`src/inc/gpt_defines.vh`:
```
// Register map, field layout and timing constants of the pulse totalizer.
`ifndef GPT_DEFINES_VH
`define GPT_DEFINES_VH

// ****************************************
// Sizes
// ****************************************
`define GPT_CH_N 4
`define GPT_CNT_W 32
`define GPT_IN_N 6
`define GPT_ADDR_W 8
`define GPT_IN_GHI 4
`define GPT_IN_GLO 5

// ****************************************
// Rates
// ****************************************
`define GPT_CLK_HZ 20000000
`define GPT_FAST_MAX_HZ 10000000
`define GPT_NORM_MAX_HZ 100000

// ****************************************
// Address pages and registers
// ****************************************
`define GPT_PAGE_HI 7
`define GPT_PAGE_LO 4
`define GPT_PAGE_CSR 4'h0
`define GPT_PAGE_CNT 4'h1
`define GPT_PAGE_RC 4'h2
`define GPT_PAGE_TGT 4'h3
`define GPT_CSR_CTRL 2'h0
`define GPT_CSR_STAT 2'h1

// ****************************************
// Control fields
// ****************************************
`define GPT_CTRL_RUN 0
`define GPT_CTRL_EDGE 4
`define GPT_CTRL_SCAN 8
`define GPT_CTRL_AEN 12
`define GPT_CTRL_GHI 16
`define GPT_CTRL_GLO 17
`define GPT_CTRL_MASK 32'h0003_ffff
`define GPT_CTRL_RST 32'h0000_0000

// ****************************************
// Status fields
// ****************************************
`define GPT_STAT_ALM 0
`define GPT_STAT_LVL 4
`define GPT_STAT_GATE 10

// ****************************************
// Bus answers and reset values
// ****************************************
`define GPT_RESP_OKAY 2'h0
`define GPT_RESP_SLVERR 2'h2
`define GPT_ZERO32 32'h0000_0000
`define GPT_TGT_RST 32'hffff_ffff

`endif

```
`src/core/gpt_sync.v`:
```
// Two-stage synchroniser with edge detection for the pulse and gate pins.
`timescale 1ns/1ps
module gpt_sync #(
	parameter W = 6
) (
	mclk,
	reset,
	pin_in,
	level,
	rise,
	fall
);
	input wire mclk;
	input wire reset;
	input wire [W-1:0] pin_in;
	output wire [W-1:0] level;
	output wire [W-1:0] rise;
	output wire [W-1:0] fall;

	reg [W-1:0] meta_q;
	reg [W-1:0] sync_q;
	reg [W-1:0] prev_q;

	// ****************************************
	// Capture and history
	// ****************************************
	// First stage is read only by the second stage
	always @(posedge mclk) begin
		if (reset) begin
			meta_q <= {W{1'b0}};
			sync_q <= {W{1'b0}};
			prev_q <= {W{1'b0}};
		end else begin
			meta_q <= pin_in;
			sync_q <= meta_q;
			prev_q <= sync_q;
		end
	end

	// Edges come from the settled stages only
	assign level = sync_q;
	assign rise = sync_q & ~prev_q;
	assign fall = ~sync_q & prev_q;
endmodule // gpt_sync

```
`src/core/gpt_chan.v`:
```
// One 32-bit totalizer channel with loss-free clear.
`timescale 1ns/1ps
`include "gpt_defines.vh"
module gpt_chan (
	mclk,
	reset,
	inc,
	clear,
	count
);
	input wire mclk;
	input wire reset;
	input wire inc;
	input wire clear;
	output wire [`GPT_CNT_W-1:0] count;

	reg [`GPT_CNT_W-1:0] count_q;
	reg [`GPT_CNT_W-1:0] count_d;

	// ****************************************
	// Count update
	// ****************************************
	// Edge landing with the clear is kept as the first new count
	always @* begin
		count_d = count_q;
		if (clear) begin
			count_d = inc ? {{(`GPT_CNT_W-1){1'b0}}, 1'b1} : {`GPT_CNT_W{1'b0}};
		end else if (inc) begin
			count_d = count_q + {{(`GPT_CNT_W-1){1'b0}}, 1'b1}; // Wraps at all ones
		end
	end

	always @(posedge mclk) begin
		if (reset) begin
			count_q <= `GPT_ZERO32;
		end else begin
			count_q <= count_d;
		end
	end

	assign count = count_q;
endmodule // gpt_chan

```
`src/core/gpt_top.v`:
```
// Four-channel gated pulse totalizer with an AXI4-Lite register slave.
//
// The AXI4-Lite interface to the registers and the register addresses were left to the implementer.
`timescale 1ns/1ps
`include "gpt_defines.vh"
// Operation
// - Four independent unsigned 32-bit count channels
// - Channels 0,1 count pulses up to 10 MHz
// - Channels 2,3 count pulses up to 100 kHz
// - Per-channel edge select: rising or falling
// - Both gates used: high gate high, low gate low
// - Only high gate used: count while high
// - Only low gate used: count while low
// - No gate used: count continuously
// - Read-and-clear restarts at zero, keeps coincident edge
// - Plain read leaves count untouched
// - Maximum count wraps to zero and continues
// - Unscanned channel started, stopped, holds count
// - Scanned counts handed to scanner each pass
// - Unscanned channel alarms when count hits target
module gpt_top (
	mclk,
	reset,
	pulse_in,
	gate_hi,
	gate_lo_n,
	scan_req,
	scan_done,
	scan_counts,
	alarm,
	s_axi_awaddr,
	s_axi_awvalid,
	s_axi_awready,
	s_axi_wdata,
	s_axi_wstrb,
	s_axi_wvalid,
	s_axi_wready,
	s_axi_bresp,
	s_axi_bvalid,
	s_axi_bready,
	s_axi_araddr,
	s_axi_arvalid,
	s_axi_arready,
	s_axi_rdata,
	s_axi_rresp,
	s_axi_rvalid,
	s_axi_rready
);
	input wire mclk;
	input wire reset;
	input wire [`GPT_CH_N-1:0] pulse_in;
	input wire gate_hi;
	input wire gate_lo_n;
	input wire scan_req;
	output reg scan_done;
	output reg [`GPT_CH_N*`GPT_CNT_W-1:0] scan_counts;
	output reg [`GPT_CH_N-1:0] alarm;
	input wire [`GPT_ADDR_W-1:0] s_axi_awaddr;
	input wire s_axi_awvalid;
	output reg s_axi_awready;
	input wire [31:0] s_axi_wdata;
	input wire [3:0] s_axi_wstrb;
	input wire s_axi_wvalid;
	output reg s_axi_wready;
	output reg [1:0] s_axi_bresp;
	output reg s_axi_bvalid;
	input wire s_axi_bready;
	input wire [`GPT_ADDR_W-1:0] s_axi_araddr;
	input wire s_axi_arvalid;
	output reg s_axi_arready;
	output reg [31:0] s_axi_rdata;
	output reg [1:0] s_axi_rresp;
	output reg s_axi_rvalid;
	input wire s_axi_rready;

	// ****************************************
	// Helpers
	// ****************************************
	// Merge write data into a register under the byte strobes
	function [31:0] strb_merge;
		input [31:0] old_v;
		input [31:0] new_v;
		input [3:0] strb;
		integer b;
		begin
			strb_merge = old_v;
			for (b = 0; b < 4; b = b + 1) begin
				if (strb[b]) begin
					strb_merge[b*8 +: 8] = new_v[b*8 +: 8];
				end
			end
		end
	endfunction

	// Does the address fall on a given page
	function page_hit;
		input [`GPT_ADDR_W-1:0] addr;
		input [3:0] page;
		begin
			page_hit = (addr[`GPT_PAGE_HI:`GPT_PAGE_LO] == page);
		end
	endfunction

	// ****************************************
	// Declarations
	// ****************************************
	wire [`GPT_IN_N-1:0] in_lvl;
	wire [`GPT_IN_N-1:0] in_rise;
	wire [`GPT_IN_N-1:0] in_fall;
	wire [`GPT_CNT_W-1:0] count [0:`GPT_CH_N-1];
	reg [`GPT_CH_N-1:0] inc;
	reg [`GPT_CH_N-1:0] rc_clr;
	reg [31:0] ctrl_q;
	reg [`GPT_CH_N-1:0] alm_q;
	reg [`GPT_CH_N-1:0] eq_q;
	reg [`GPT_CNT_W-1:0] tgt_q [0:`GPT_CH_N-1];
	reg [`GPT_ADDR_W-1:0] aw_addr_q;
	reg aw_full_q;
	reg [31:0] w_data_q;
	reg [3:0] w_strb_q;
	reg w_full_q;
	reg [31:0] rd_mux;
	reg rd_ok;
	wire gate_ok;
	wire wr_fire;
	wire rd_fire;
	wire wr_ok;
	integer i, j, k, m;

	// ****************************************
	// Input conditioning
	// ****************************************
	// Bits 3:0 pulses, 4 high gate, 5 low gate; all cross from pins
	gpt_sync #(
		.W(`GPT_IN_N)
	) u_sync (
		.mclk(mclk),
		.reset(reset),
		.pin_in({gate_lo_n, gate_hi, pulse_in}),
		.level(in_lvl),
		.rise(in_rise),
		.fall(in_fall)
	);

	// Gate use bits stand in for "terminal driven", which logic cannot sense
	assign gate_ok = (~ctrl_q[`GPT_CTRL_GHI] | in_lvl[`GPT_IN_GHI])
		& (~ctrl_q[`GPT_CTRL_GLO] | ~in_lvl[`GPT_IN_GLO]);

	// ****************************************
	// Channel qualification
	// ****************************************
	// Scanned channels always run; others follow the run bit
	always @* begin
		for (i = 0; i < `GPT_CH_N; i = i + 1) begin
			inc[i] = (ctrl_q[`GPT_CTRL_EDGE + i] ? in_fall[i] : in_rise[i])
				& gate_ok
				& (ctrl_q[`GPT_CTRL_SCAN + i] | ctrl_q[`GPT_CTRL_RUN + i]);
		end
	end

	// Fast pair and normal pair share one design; at 20 MHz sampling the
	// fast pair needs both pulse phases of at least one clock period
	genvar g;
	generate
		for (g = 0; g < `GPT_CH_N; g = g + 1) begin : g_chan
			gpt_chan u_chan (
				.mclk(mclk),
				.reset(reset),
				.inc(inc[g]),
				.clear(rc_clr[g]),
				.count(count[g])
			);
		end
	endgenerate

	// ****************************************
	// Write channel
	// ****************************************
	// Address and data are taken in either order, one write at a time
	assign wr_fire = aw_full_q & w_full_q & ~s_axi_bvalid;
	assign wr_ok = page_hit(aw_addr_q, `GPT_PAGE_TGT)
		| (page_hit(aw_addr_q, `GPT_PAGE_CSR) & ~aw_addr_q[3]);

	always @(posedge mclk) begin
		if (reset) begin
			s_axi_awready <= 1'b1;
			s_axi_wready <= 1'b1;
			s_axi_bvalid <= 1'b0;
			s_axi_bresp <= `GPT_RESP_OKAY;
			aw_full_q <= 1'b0;
			w_full_q <= 1'b0;
			aw_addr_q <= {`GPT_ADDR_W{1'b0}};
			w_data_q <= `GPT_ZERO32;
			w_strb_q <= 4'h0;
		end else begin
			if (s_axi_awvalid && s_axi_awready) begin
				aw_addr_q <= s_axi_awaddr;
				aw_full_q <= 1'b1;
				s_axi_awready <= 1'b0;
			end
			if (s_axi_wvalid && s_axi_wready) begin
				w_data_q <= s_axi_wdata;
				w_strb_q <= s_axi_wstrb;
				w_full_q <= 1'b1;
				s_axi_wready <= 1'b0;
			end
			if (wr_fire) begin
				aw_full_q <= 1'b0;
				w_full_q <= 1'b0;
				s_axi_bvalid <= 1'b1;
				s_axi_bresp <= wr_ok ? `GPT_RESP_OKAY : `GPT_RESP_SLVERR;
			end
			// Ready rises only once the response is gone
			if (s_axi_bvalid && s_axi_bready) begin
				s_axi_bvalid <= 1'b0;
				s_axi_awready <= 1'b1;
				s_axi_wready <= 1'b1;
			end
		end
	end

	// ****************************************
	// Control and targets
	// ****************************************
	always @(posedge mclk) begin
		if (reset) begin
			ctrl_q <= `GPT_CTRL_RST;
			for (j = 0; j < `GPT_CH_N; j = j + 1) begin
				tgt_q[j] <= `GPT_TGT_RST;
			end
		end else if (wr_fire) begin
			if (page_hit(aw_addr_q, `GPT_PAGE_CSR) && aw_addr_q[3:2] == `GPT_CSR_CTRL) begin
				ctrl_q <= strb_merge(ctrl_q, w_data_q, w_strb_q) & `GPT_CTRL_MASK;
			end
			if (page_hit(aw_addr_q, `GPT_PAGE_TGT)) begin
				tgt_q[aw_addr_q[3:2]] <= strb_merge(tgt_q[aw_addr_q[3:2]], w_data_q, w_strb_q);
			end
		end
	end

	// ****************************************
	// Alarm
	// ****************************************
	// Fires on arrival at the target, not while parked on it; sticky bit
	// is write-one-to-clear and a new alarm wins over the clear
	always @(posedge mclk) begin
		if (reset) begin
			alm_q <= {`GPT_CH_N{1'b0}};
			eq_q <= {`GPT_CH_N{1'b0}};
			alarm <= {`GPT_CH_N{1'b0}};
		end else begin
			for (k = 0; k < `GPT_CH_N; k = k + 1) begin
				eq_q[k] <= (count[k] == tgt_q[k]);
				alarm[k] <= (count[k] == tgt_q[k]) & ~eq_q[k]
					& ctrl_q[`GPT_CTRL_AEN + k] & ~ctrl_q[`GPT_CTRL_SCAN + k];
				if (wr_fire && page_hit(aw_addr_q, `GPT_PAGE_CSR)
					&& aw_addr_q[3:2] == `GPT_CSR_STAT && w_strb_q[0] && w_data_q[k]) begin
					alm_q[k] <= 1'b0;
				end
				if (alarm[k]) begin
					alm_q[k] <= 1'b1;
				end
			end
		end
	end

	// ****************************************
	// Scan hand-off
	// ****************************************
	// Only scanned channels are refreshed; others keep their last snapshot
	always @(posedge mclk) begin
		if (reset) begin
			scan_done <= 1'b0;
			scan_counts <= {(`GPT_CH_N*`GPT_CNT_W){1'b0}};
		end else begin
			scan_done <= scan_req;
			for (m = 0; m < `GPT_CH_N; m = m + 1) begin
				if (scan_req && ctrl_q[`GPT_CTRL_SCAN + m]) begin
					scan_counts[m*`GPT_CNT_W +: `GPT_CNT_W] <= count[m];
				end
			end
		end
	end

	// ****************************************
	// Read channel
	// ****************************************
	assign rd_fire = s_axi_arvalid & s_axi_arready;

	// Read data selection; unmapped answers zero with an error
	always @* begin
		rd_mux = `GPT_ZERO32;
		rd_ok = 1'b1;
		rc_clr = {`GPT_CH_N{1'b0}};
		case (s_axi_araddr[`GPT_PAGE_HI:`GPT_PAGE_LO])
			`GPT_PAGE_CSR: begin
				if (s_axi_araddr[3:2] == `GPT_CSR_CTRL) begin
					rd_mux = ctrl_q;
				end else if (s_axi_araddr[3:2] == `GPT_CSR_STAT) begin
					rd_mux[`GPT_STAT_ALM +: `GPT_CH_N] = alm_q;
					rd_mux[`GPT_STAT_LVL +: `GPT_IN_N] = in_lvl;
					rd_mux[`GPT_STAT_GATE] = gate_ok;
				end else begin
					rd_ok = 1'b0;
				end
			end
			`GPT_PAGE_CNT: begin
				rd_mux = count[s_axi_araddr[3:2]]; // No side effect
			end
			`GPT_PAGE_RC: begin
				rd_mux = count[s_axi_araddr[3:2]];
				rc_clr[s_axi_araddr[3:2]] = rd_fire;
			end
			`GPT_PAGE_TGT: begin
				rd_mux = tgt_q[s_axi_araddr[3:2]];
			end
			default: begin
				rd_ok = 1'b0;
			end
		endcase
	end

	// Data is captured on the address edge, the same edge that clears
	always @(posedge mclk) begin
		if (reset) begin
			s_axi_arready <= 1'b1;
			s_axi_rvalid <= 1'b0;
			s_axi_rdata <= `GPT_ZERO32;
			s_axi_rresp <= `GPT_RESP_OKAY;
		end else begin
			if (rd_fire) begin
				s_axi_arready <= 1'b0;
				s_axi_rvalid <= 1'b1;
				s_axi_rdata <= rd_mux;
				s_axi_rresp <= rd_ok ? `GPT_RESP_OKAY : `GPT_RESP_SLVERR;
			end else if (s_axi_rvalid && s_axi_rready) begin
				s_axi_rvalid <= 1'b0;
				s_axi_arready <= 1'b1;
			end
		end
	end
endmodule // gpt_top

```
`config.mk`:
```
export PLATFORM = sky130hd
export DESIGN_NAME = gpt_top
export DESIGN_NICKNAME = d
export VERILOG_FILES = /design/src/core/gpt_sync.v /design/src/core/gpt_chan.v /design/src/core/gpt_top.v
export VERILOG_INCLUDE_DIRS = /design/src /design/src/inc
export SDC_FILE = /design/constraint.sdc
export NUM_CORES = 1
export LEC_CHECK = 0
export BUFFER_PORTS_ARGS = -buffer_cell sky130_fd_sc_hd__buf_2
export CORE_MARGIN = 5
export CORE_UTILIZATION = 35
export CTS_BUF_LIST = sky130_fd_sc_hd__clkbuf_4 sky130_fd_sc_hd__clkbuf_8 sky130_fd_sc_hd__clkbuf_16
export DETAILED_ROUTE_END_ITERATION = 8
export PLACE_DENSITY = 0.55
export SLEW_MARGIN = 20
export SYNTH_ARGS = -nofsm -noshare
export SYNTH_HDL_FRONTEND = slang
export SYNTH_SLANG_ARGS = --single-unit
```
`constraint.sdc`:
```
create_clock -name mclk -period 3.5 [get_ports mclk]
set_clock_uncertainty 0.2 [all_clocks]
set_input_delay 0.35 -clock mclk [delete_from_list [all_inputs] [get_ports mclk]]
set_output_delay 0.35 -clock mclk [all_outputs]
set_load 0.01 [all_outputs]
```
==> metrics.md, run 1 <==
| Metric | Value |
|---|---|
| Status | finished, final reports clean |
| Final setup violation count | 0 |
| CTS Buf Count | 55 |
| # DRC | 0 |
| Critical path's top delay family | simple AND/OR/NAND/NOR gates |
| Post-synthesis sequential area ratio | 0.498 |
| Port Buffers | approximately 230 |
| Placed cell count | 3497 |
| Post-CTS sizing | 0 |
| Critical Path Sink Type | flop |
| CP arrival | ~3.1 ns |
| GPL Wtd Cong | around 1.0 |
| Startpoint types | flop |
| Starting Density | 0.353 |
| P_sw | roughly 0.0028 W |
| Post-CTS setup buffer count | 0 |
| Antenna Nets Post-Route | 0 |
| YS warnings | 0 |
| Area Growth Syn to Fin | 20.0% |
| # IOs | 240 |
| Fraction of layout cells with a size suffix above 1 | 0.178 |
| Initial antenna violation count | 1 |
| Commonest non-fill, non-tap cells in the layout | 555 x nand2_1, 386 x dfxtp_1, 231 x buf_2 |
| First-pass GRT wire length | 125000 um |
| Diode count | 0 |
| Largest net degree at the start of global routing | 158 |
| Iter 0 DRT Violations | 2202 |
| Sequential share of power | 0.491 |
| Fin. Hold Viols | 0 |
| Combinational power share | 0.039 |
| CTS Sinks | about 500 |
| Grt ovf | 0 |
| Synthesized area | ~23000 sq um |
| Via count | 20.1k |
| Relative slew slack | 0.313 |
| Dpl hpwl | 66700 um |
| Overall Global Routing Usage | 0.233 |
| Layout fillers | ~6.4k |
| Synth Area in Compound Gates | 0.101 |
| Hold_buf cts | between 60 and 70 |
| Post-synthesis mux area share | 0.0635 |
| TritonCTS clock tree | yes |
| EDFF count, synth | about 130 |
| Die height | between 200 and 300 um |
| Final period utilization | 0.848 |
| Clock power frac | 0.470 |
| Die ar. | 71600 sq um |
| Final std cells w/o fill | around 3.7k |
| RSZ-0062 raised after global routing | false |
| Pre-CTS WS | a little over 0.5 ns |
| Mapped Cells | around 2.5k |
| Synth Area in Adders | 0.00216 |
| Area of the multi-input gates | around 11000 sq um |
| Root Buffer | clkbuf_16 |
| First-pass detailed-route iteration total | 6 |
| DR WL/cell | 23.5 um |
| Fin Setup TNS | 0 ns |
| Final WL | 86000 um |
| Clock Latency Late Sink | approximately 0.62 ns |
| Core Box Area | ~66000 sq um |
| Critical setup path kind | flop to flop |
| Worst min path class | input pin to flop |
| Syn avg cell area | roughly 9 sq um |
| Yosys reg bits | around 500 |
| Post-synth top flop | dfxtp_1 |
| Int Pwr | a little under 0.01 W |
| Final nets | 2822 |
| Switch share | 0.222 |
| Clock H-tree levels | 2 |
| Slowest stage delay, CP | 0.72 ns |
| P per Cell Area | about 450 nW/um^2 |
| CP Max Fanout | 12 |
| Required time of the worst setup path | 3.64 ns |
| Seq. cell area | between 10000 and 15000 sq um |
| LEAKAGE | 9.50 nW |
| Maximum clock frequency | about 340 MHz |
| Commonest non-fill, non-tap cell in the layout | nand2_1 |
| Reg clk slew, reported paths | roughly 0.060 ns |
| Smallest setup slack after layout | 0.532 ns |
| CP max-delay cell | or4_1 |
| Vias in the first global route | ~19k |
| Post-Synth Simple-Gate Area | 0.208 |
| Final slew viol count | 0 |
| CP bufs+invs | 0 |
| DR vias/cell | 5.49 |
| Die Wd | about 270 um |
| Worst Tran Pin Value | 1.03 ns |
| Max Cap Viol | 0 |
| Fin crit period | between 2 and 3 ns |
| Worst IR Drop VDD | roughly 0.33 mV |
| Worst-path cell chain | nand3b_1 > or4_1 > or3_1 > nor2_1 > nand2_1 |
| Row cnt | 94 |
| Synth unique cells | 59 |
| Largest family of logic cells by synthesized area | simple AND/OR/NAND/NOR gates |
| Synth async-reset ratio | 0 |
| Xor and xnor area share after synthesis | 0.0841 |
| CTS max path bufs | 3 |
-- metal layers --
| layer | vias to the layer above | GRT usage | routed length [um] |
|---|---|---|---|
| li1 | 9211 | - | - |
| met1 | 9760 | 0.333 | 37700 |
| met2 | 922 | 0.347 | 36800 |
| met3 | 183 | 0.0462 | 7670 |
| met4 | 0 | 0.0919 | 3910 |
| met5 | - | 0 | 0 |
-- path summary, 6_finish.rpt --
check,from,endpoint,slack (ns),depth (start not counted)
worst max register to register,s_axi_bvalid,tgt_q[1][25],0.53,5
worst max-delay path,s_axi_bvalid,tgt_q[1][25],0.53,5
worst min-delay path,scan_req,scan_done,0.08,2
worst min register to register,u_sync.meta_q[4],u_sync.level[4],0.24,1
-- sequential cells by signal, indices dropped and copies added (netlist names), 4 cells and up --
signal               flops
aw_addr_q                6
u_sync.prev_q            4
s_axi_rdata             32
u_sync.meta_q            6
alm_q                    4
w_strb_q                 4
scan_counts            128
w_data_q                32
u_sync.level             6
tgt_q                  128
g_chan.u_chan.count    128
ctrl_q                  18
eq_q                     4
alarm                    4
-- cell usage after synthesis (5+ instances only) --
library cell,number,share of area
nor4_1,44,0.012
buf_1,20,0.0032
inv_1,48,0.0078
nor2b_1,22,0.0059
a21oi_1,230,0.050
xnor2_1,95,0.036
dfxtp_1,386,0.33
or3_1,26,0.0070
nor2_1,191,0.031
or4_1,11,0.0036
and3_1,16,0.0043
nand2_1,559,0.090
a222oi_1,10,0.0043
buf_4,5,0.0016
o2111ai_1,11,0.0041
nand4_1,57,0.015
a211oi_1,6,0.0019
clkbuf_1,160,0.026
and4_1,14,0.0053
a22oi_1,22,0.0071
mux4_2,63,0.061
a2111oi_0,16,0.0060
nor3_1,31,0.0067
edfxtp_1,128,0.17
and2_1,15,0.0040
a22o_1,32,0.012
nand3_1,65,0.014
buf_2,17,0.0037
xor2_1,128,0.048
o21ai_0,34,0.0073
-- cells by family (layout without fill, tap and decap cells) --
family | after synthesis | after routing
XOR/XNOR | 223 | 223
adder cells (fa/ha/maj) | 4 | 4
flip-flops | 514 | 514
AO/OA/AOI/OAI | 380 | 380
buffers and inverters | 251 | 529
other | 1 | 2
multiplexers | 67 | 67
AND/OR/NAND/NOR | 1077 | 1077
-- through the flow --
stage / util / hold WS (ns) / power, W / cell area (sq um)
5_1_grt: 0.424 / 0.0488 / 0.0130 / 27900
6_report: 0.424 / 0.0770 / 0.0126 / 27900
3_3_place_gp: 0.386 / 0.229 / 0.00673 / 25400
4_1_cts: 0.424 / 0.0127 / 0.0127 / 27900
3_5_place_dp: 0.386 / 0.227 / 0.00673 / 25400
2_1_floorplan: - / 0.214 / 0.00655 / 23200
-- power by group through the flow --
stage | logic [W] | clock network [W] | registers (W)
floorplan | 0.000268 | 0 | 0.00628
global placement | 0.000433 | 0 | 0.00629
detailed placement | 0.000438 | 0 | 0.00630
CTS | 0.000494 | 0.00602 | 0.00617
global route | 0.000535 | 0.00627 | 0.00617
finish | 0.000492 | 0.00590 | 0.00617
-- layout make-up --
class	count	share of cell area
inverters	48	0.00647
multi-input cells	1753	0.385
clock inverters	31	0.0110
repair buffers	380	0.0888
flip-flops and latches	514	0.415
clock buffers	70	0.0548
well taps	864	0.0388
Note: power is estimated with default switching activity, not from simulation.
==> run 2: changes to the inputs <==
--- a/config.mk
+++ b/config.mk
@@ -6,6 +6,7 @@
 export SDC_FILE = /design/constraint.sdc
 export NUM_CORES = 1
 export LEC_CHECK = 0
+export ABC_AREA = 1
 export BUFFER_PORTS_ARGS = -buffer_cell sky130_fd_sc_hd__buf_2
 export CORE_MARGIN = 5
 export CORE_UTILIZATION = 35
==> constraint.sdc (replaced) <==
create_clock -name mclk -period 2.82 [get_ports mclk]
set_clock_uncertainty 0.2 [all_clocks]
set_input_delay 0.282 -clock mclk [delete_from_list [all_inputs] [get_ports mclk]]
set_output_delay 0.282 -clock mclk [all_outputs]
set_load 0.01 [all_outputs]
==> metrics.md, run 2 <==
| Metric | Value |
|---|---|
| Status | finished, final reports clean |
| Root Buffer | clkbuf_16 |
| Met2 WL | ~42000 um |
| Startpoint types | flop |
| Area Growth Syn to Fin | 20.2% |
| Reg-to-reg slack, setup | 0.19 ns |
| Die ar. | between 70000 and 80000 sq um |
| TritonCTS clock tree | yes |
| CP bufs+invs | 2 |
| Worst Min Path Start | s_axi_arvalid |
| Slowest stage delay, CP | around 0.66 ns |
| Antenna Nets Post-Route | 0 |
| Die Wd | between 200 and 300 um |
| Relative slew slack | 0.175 |
| Post-synthesis sequential area ratio | 0.474 |
| Seq. cell area | approximately 12000 sq um |
| Row cnt | 96 |
| Layout fillers | 7187 |
| Iter 0 DRT Violations | 2583 |
| Diode count | 0 |
| CP Max Fanout | 32 |
| Synthesized area | 24400 sq um |
| Top cell type's share of synthesized area | 0.317 |
| # DRC | 0 |
| Via count | about 23k |
| Final period utilization | 0.933 |
| Final WL | between 90000 and 100000 um |
| Worst-path cell chain | inv_1 > nand2_1 > nor2_1 > o211ai_1 > nand2_1 > inv_2 > nor2_1 > nand2_1 |
| Syn avg cell area | between 7 and 8 sq um |
| Overall Global Routing Usage | 0.245 |
| P per Cell Area | roughly 570 nW/um^2 |
| Initial antenna violation count | 2 |
| CTS Buf Count | 56 |
| CP arrival | between 2 and 3 ns |
| Hold path endpoint | s_axi_rdata[28] |
| DR WL/cell | just over 20 um |
| Max Cap Viol | 0 |
| Fin. Hold Viols | 0 |
| Final slew viol count | 0 |
| Reg clk slew, reported paths | roughly 0.06 ns |
| Hold path depth | 5 |
| Critical Path Sink Type | flop |
| First-pass detailed-route iteration total | 7 |
| GPL Wtd Cong | 0.978 |
| Synth async-reset ratio | 0 |
| Grt ovf | 0 |
| Yosys reg bits | 514 |
| Commonest non-fill, non-tap cells in the layout | 783 x nand2_1, 540 x nor2_1, 386 x dfxtp_1 |
| Top cells by area, synth | dfxtp_1 32%, edfxtp_1 16%, nand2_1 12% |
| Dpl hpwl | 73700 um |
| Fin Setup TNS | 0 ns |
| Vias in the first global route | ~21k |
| CP max-delay cell | nor2_1 |
| Critical R2R Launch | aw_addr_q[7] |
| Core Box Area | just under 70000 sq um |
| Largest net degree at the start of global routing | 65 |
| Synth cell count leaders | 783 x nand2_1, 542 x nor2_1, 386 x dfxtp_1, 335 x inv_1, 293 x o21ai_0 |
| Clock H-tree levels | 2 |
| Area of the multi-input gates | 10900 sq um |
| Starting Density | 0.354 |
| Port Buffers | between 200 and 250 |
| Worst min path class | input pin to flop |
| Most frequent cell after synthesis | nand2_1 |
| YS warnings | 0 |
| Fraction of layout cells with a size suffix above 1 | 0.124 |
| RSZ-0062 raised after global routing | false |
| Post-CTS setup buffer count | 0 |
| DR vias/cell | between 5 and 6 |
| CTS max path bufs | 3 |
| Critical setup path kind | flop to flop |
| Fin crit period | around 2.6 ns |
| Reg-to-reg critical path endpoint | tgt_q[1][4] |
| Synth area leader | dfxtp_1 |
| Critical path's top delay family | simple AND/OR/NAND/NOR gates |
| Final setup violation count | 0 |
| First-pass GRT wire length | around 140000 um |
| Met1 WL | between 40000 and 50000 um |
| Final nets | approximately 3.7k |
| Mapped Cells | 3358 |
| Worst Tran Pin Value | 1.24 ns |
| Post-synth top flop | dfxtp_1 |
| CTS Sinks | between 500 and 600 |
| Worst setup startpoint | aw_addr_q[7] |
| Synth unique cells | 46 |
| Commonest non-fill, non-tap cell in the layout | nand2_1 |
| Pwr Total | between 0.015 and 0.02 W |
| Most frequent CP cell | nand2_1 |
| Die height | between 200 and 300 um |
| Worst IR Drop VDD | 0.460 mV |
| Clock Latency Late Sink | 0.62 ns |
| LEAKAGE | between 10 and 15 nW |
| EDFF count, synth | between 100 and 150 |
| Required time of the worst setup path | between 2 and 3 ns |
| DR WL met3 | about 8000 um |
| # IOs | between 200 and 250 |
| Max layer used | met4 |
| Maximum clock frequency | about 380 MHz |
| Cells on worst reg2reg path | 8 |
## run 2: cell type report
cell class | count | share of cell area
clock buffer | 82 | 0.0604
clock inverter | 19 | 0.00867
inverter | 342 | 0.0441
tap | 931 | 0.0397
timing repair buffer | 360 | 0.0798
multi-input combinational | 2365 | 0.373
sequential | 514 | 0.395
## run 2: report_power, final
group / total, W / switching (W) / internal, W
Combinational: 0.000964 / 0.000654 / 0.000309
Sequential: 0.00773 / 0.0000943 / 0.00763
Clock: 0.00804 / 0.00315 / 0.00489
Total: 0.0167 / 0.00390 / 0.0128
## run 2: what timing repair did
| action | in CTS | in global routing |
|---|---|---|
| endpoints found under the setup margin | 0 | 0 |
| resized for setup | 0 | 0 |
| hold buffers | 57 | 0 |
| endpoints found under the hold margin | 59 | 0 |
## run 2: logic make-up (layout without fill, tap and decap cells)
logic type | Yosys count | in the layout | synth area share
compound gates | 622 | 622 | 0.132
flops | 514 | 514 | 0.474
fa+ha+maj | 4 | 4 | 0.00205
simple gates | 1636 | 1636 | 0.277
other cells | 1 | 2 | 0.000154
buf+inv | 480 | 803 | 0.0783
xor+xnor | 101 | 101 | 0.0363
## run 2: worst max-delay path by stage
stage / cells past startpoint / endpoint
4_1_cts: 8 / tgt_q[2][6]
5_1_grt: 8 / tgt_q[1][4]
6_report: 8 / tgt_q[1][4]
2_1_floorplan: 7 / tgt_q[0][0]
3_5_place_dp: 8 / tgt_q[2][5]
3_3_place_gp: 8 / tgt_q[2][6]
## run 2: tightest hold or removal path, stage by stage
cell	delay, ns
buf_2	0.09
nand2_2	0.05
buf_4	0.26
nand2_1	0.10
a21oi_1	0.05
## run 2: routing by layer
layer,vias to the layer above,track usage
met1,10872,0.340
met4,0,0.102
met2,955,0.382
met5,-,0
li1,11411,-
met3,161,0.0356
## run 2: metrics by stage
step | hold slack (ns) | setup WS (ns) | utilization | std cells | instance area (sq um)
2_1_floorplan | 0.188 | 0.473 | - | 3359 | 24400
3_3_place_gp | 0.190 | 0.329 | 0.388 | 4455 | 26700
3_5_place_dp | 0.196 | 0.280 | 0.388 | 4455 | 26700
4_1_cts | 0.0238 | 0.282 | 0.426 | 4613 | 29300
5_1_grt | 0.0959 | 0.118 | 0.426 | 4613 | 29300
6_report | 0.0746 | 0.188 | 0.426 | 4613 | 29300
==> run 3: changes to the inputs <==
--- a/config.mk
+++ b/config.mk
@@ -8,11 +8,12 @@
 export LEC_CHECK = 0
 export ABC_AREA = 1
 export BUFFER_PORTS_ARGS = -buffer_cell sky130_fd_sc_hd__buf_2
-export CORE_MARGIN = 5
+export CORE_ASPECT_RATIO = 1.75
 export CORE_UTILIZATION = 35
 export CTS_BUF_LIST = sky130_fd_sc_hd__clkbuf_4 sky130_fd_sc_hd__clkbuf_8 sky130_fd_sc_hd__clkbuf_16
 export DETAILED_ROUTE_END_ITERATION = 8
 export PLACE_DENSITY = 0.55
+export RECOVER_POWER = 100
 export SLEW_MARGIN = 20
 export SYNTH_ARGS = -nofsm -noshare
 export SYNTH_HDL_FRONTEND = slang
==> metrics.md, run 3 (synthesis gave the netlist of run 2 again) <==
| Metric | Value |
|---|---|
| DR vias/cell | roughly 5.0 |
| CTS Sinks | 514 |
| Critical R2R Launch | s_axi_bvalid |
| RSZ-0062 raised after global routing | false |
| Worst setup startpoint | s_axi_bvalid |
| Critical setup path kind | flop to flop |
| Dpl hpwl | 73900 um |
| Critical path endpoint | tgt_q[0][3] |
| Root Buffer | clkbuf_16 |
| CTS Buf Count | 50 |
| DR WL/cell | 20.4 um |
| Largest net degree at the start of global routing | 66 |
| GPL Wtd Cong | around 0.95 |
| Final period utilization | 0.922 |
| Final slew viol count | 0 |
| # IOs | between 200 and 250 |
| Worst Tran Pin Value | roughly 1.1 ns |
| CP Max Fanout | 8 |
| Status | finished, final reports clean |
| Area Growth Syn to Fin | 17.9% |
| Overall Global Routing Usage | 0.259 |
| Commonest non-fill, non-tap cells in the layout | 787 x nand2_1, 551 x nor2_1, 386 x dfxtp_1 |
| # DRC | 0 |
| Fin. Hold Viols | 0 |
| First-pass detailed-route iteration total | 8 |
| Area after DPL | 26800 sq um |
| Final WL | between 90000 and 100000 um |
| Iter 0 DRT Violations | 1634 |
| Diode count | 0 |
| Initial antenna violation count | 0 |
| Hold_buf cts | 55 |
| Max Cap Viol | 0 |
| Startpoint types | flop |
| Post-CTS setup buffer count | 0 |
| Critical Path Sink Type | flop |
| Cells on worst reg2reg path | 9 |
| Design area | 28700 sq um |
| Die ar. | 70800 sq um |
| Util after Layout | 0.419 |
| Reg-to-reg critical path endpoint | tgt_q[0][3] |
| Worst IR Drop VDD | 0.396 mV |
| Reg clk slew, reported paths | ~0.060 ns |
| Vias in the first global route | 21.5k |
| CP arrival | 2.71 ns |
| Reg-to-reg slack, setup | between 0.2 and 0.25 ns |
| Worst min path class | input pin to flop |
| Post-CTS sizing | 0 |
| Fraction of layout cells with a size suffix above 1 | 0.0702 |
| Placed cell count | roughly 4.4k |
| Relative slew slack | 0.251 |
| Required time of the worst setup path | ~3 ns |
| Final std cells w/o fill | 4592 |
| Antenna Nets Post-Route | 0 |
| P per Cell Area | around 560 nW/um^2 |
| TritonCTS clock tree | yes |
| Die Wd | between 200 and 250 um |
| Fin crit period | roughly 2.6 ns |
| Final setup violation count | 0 |
| Grt ovf | 0 |
| Clock Latency Late Sink | 0.60 ns |
| Port Buffers | about 230 |
| Die height | approximately 350 um |
| Core Box Area | about 70000 sq um |
| First-pass GRT wire length | roughly 140000 um |
| Final nets | roughly 3.7k |
| LEAKAGE | approximately 11 nW |
| Maximum clock frequency | 385 MHz |
| CTS max path bufs | 3 |
| Via count | approximately 23k |
| Row cnt | 127 |
| Starting Density | 0.355 |
| Commonest non-fill, non-tap cell in the layout | nand2_1 |
| Clock H-tree levels | 2 |
run 3: final cells by class:
class / instances / area (sq um)
tap: 903 / 1130
fill: 7334 / 39900
timing repair buffer: 375 / 2110
clock inverter: 21 / 234
inverter: 342 / 1290
sequential: 514 / 11600
multi-input combinational: 2365 / 10800
clock buffer: 72 / 1570
run 3: routing by layer:
| layer | track usage | up-vias | share of wire |
|---|---|---|---|
| met4 | 0.182 | 0 | 0.079 |
| met5 | 0 | - | 0 |
| met3 | 0.0254 | 215 | 0.044 |
| met2 | 0.451 | 722 | 0.48 |
| met1 | 0.299 | 10778 | 0.39 |
| li1 | - | 11411 | - |
run 3: through the flow:
stage / setup TNS [ns] / hold slack (ns) / setup slack (ns) / power (W)
2_1_floorplan: 0 / 0.188 / 0.473 / 0.00836
3_3_place_gp: -4.08 / 0.200 / -0.510 / 0.00876
3_5_place_dp: 0 / 0.199 / 0.221 / 0.00877
4_1_cts: 0 / 0.0286 / 0.295 / 0.0162
5_1_grt: 0 / 0.169 / 0.107 / 0.0166
6_report: 0 / 0.148 / 0.221 / 0.0160
run 3: report_power, final:
part | switching (W) | internal (W) | total, W
Clock | 0.00312 | 0.00427 | 0.00739
Combinational | 0.000623 | 0.000288 | 0.000911
Sequential | 0.0000977 | 0.00763 | 0.00773
run 3: worst min path at each step:
stage | startpoint | to | slack [ns] | cells past startpoint
final | reset | u_sync.level[5] | 0.15 | 3
after global routing | reset | alm_q[2] | 0.17 | 3
after CTS | reset | u_sync.level[5] | 0.03 | 3
after detailed placement | u_sync.meta_q[5] | u_sync.level[5] | 0.20 | 2
after global placement | u_sync.meta_q[5] | u_sync.level[5] | 0.20 | 2
after floorplan | u_sync.meta_q[0] | u_sync.level[0] | 0.19 | 2
run 3: critical path: stages (launching register included):
cell,delay [ns]
dfxtp_1,0.33
inv_1,0.11
nand3_4,0.11
nor2_1,0.19
o211ai_1,0.12
nand2_1,0.11
buf_4,0.14
nand3_2,0.27
nor2_1,0.61
nand2_1,0.12
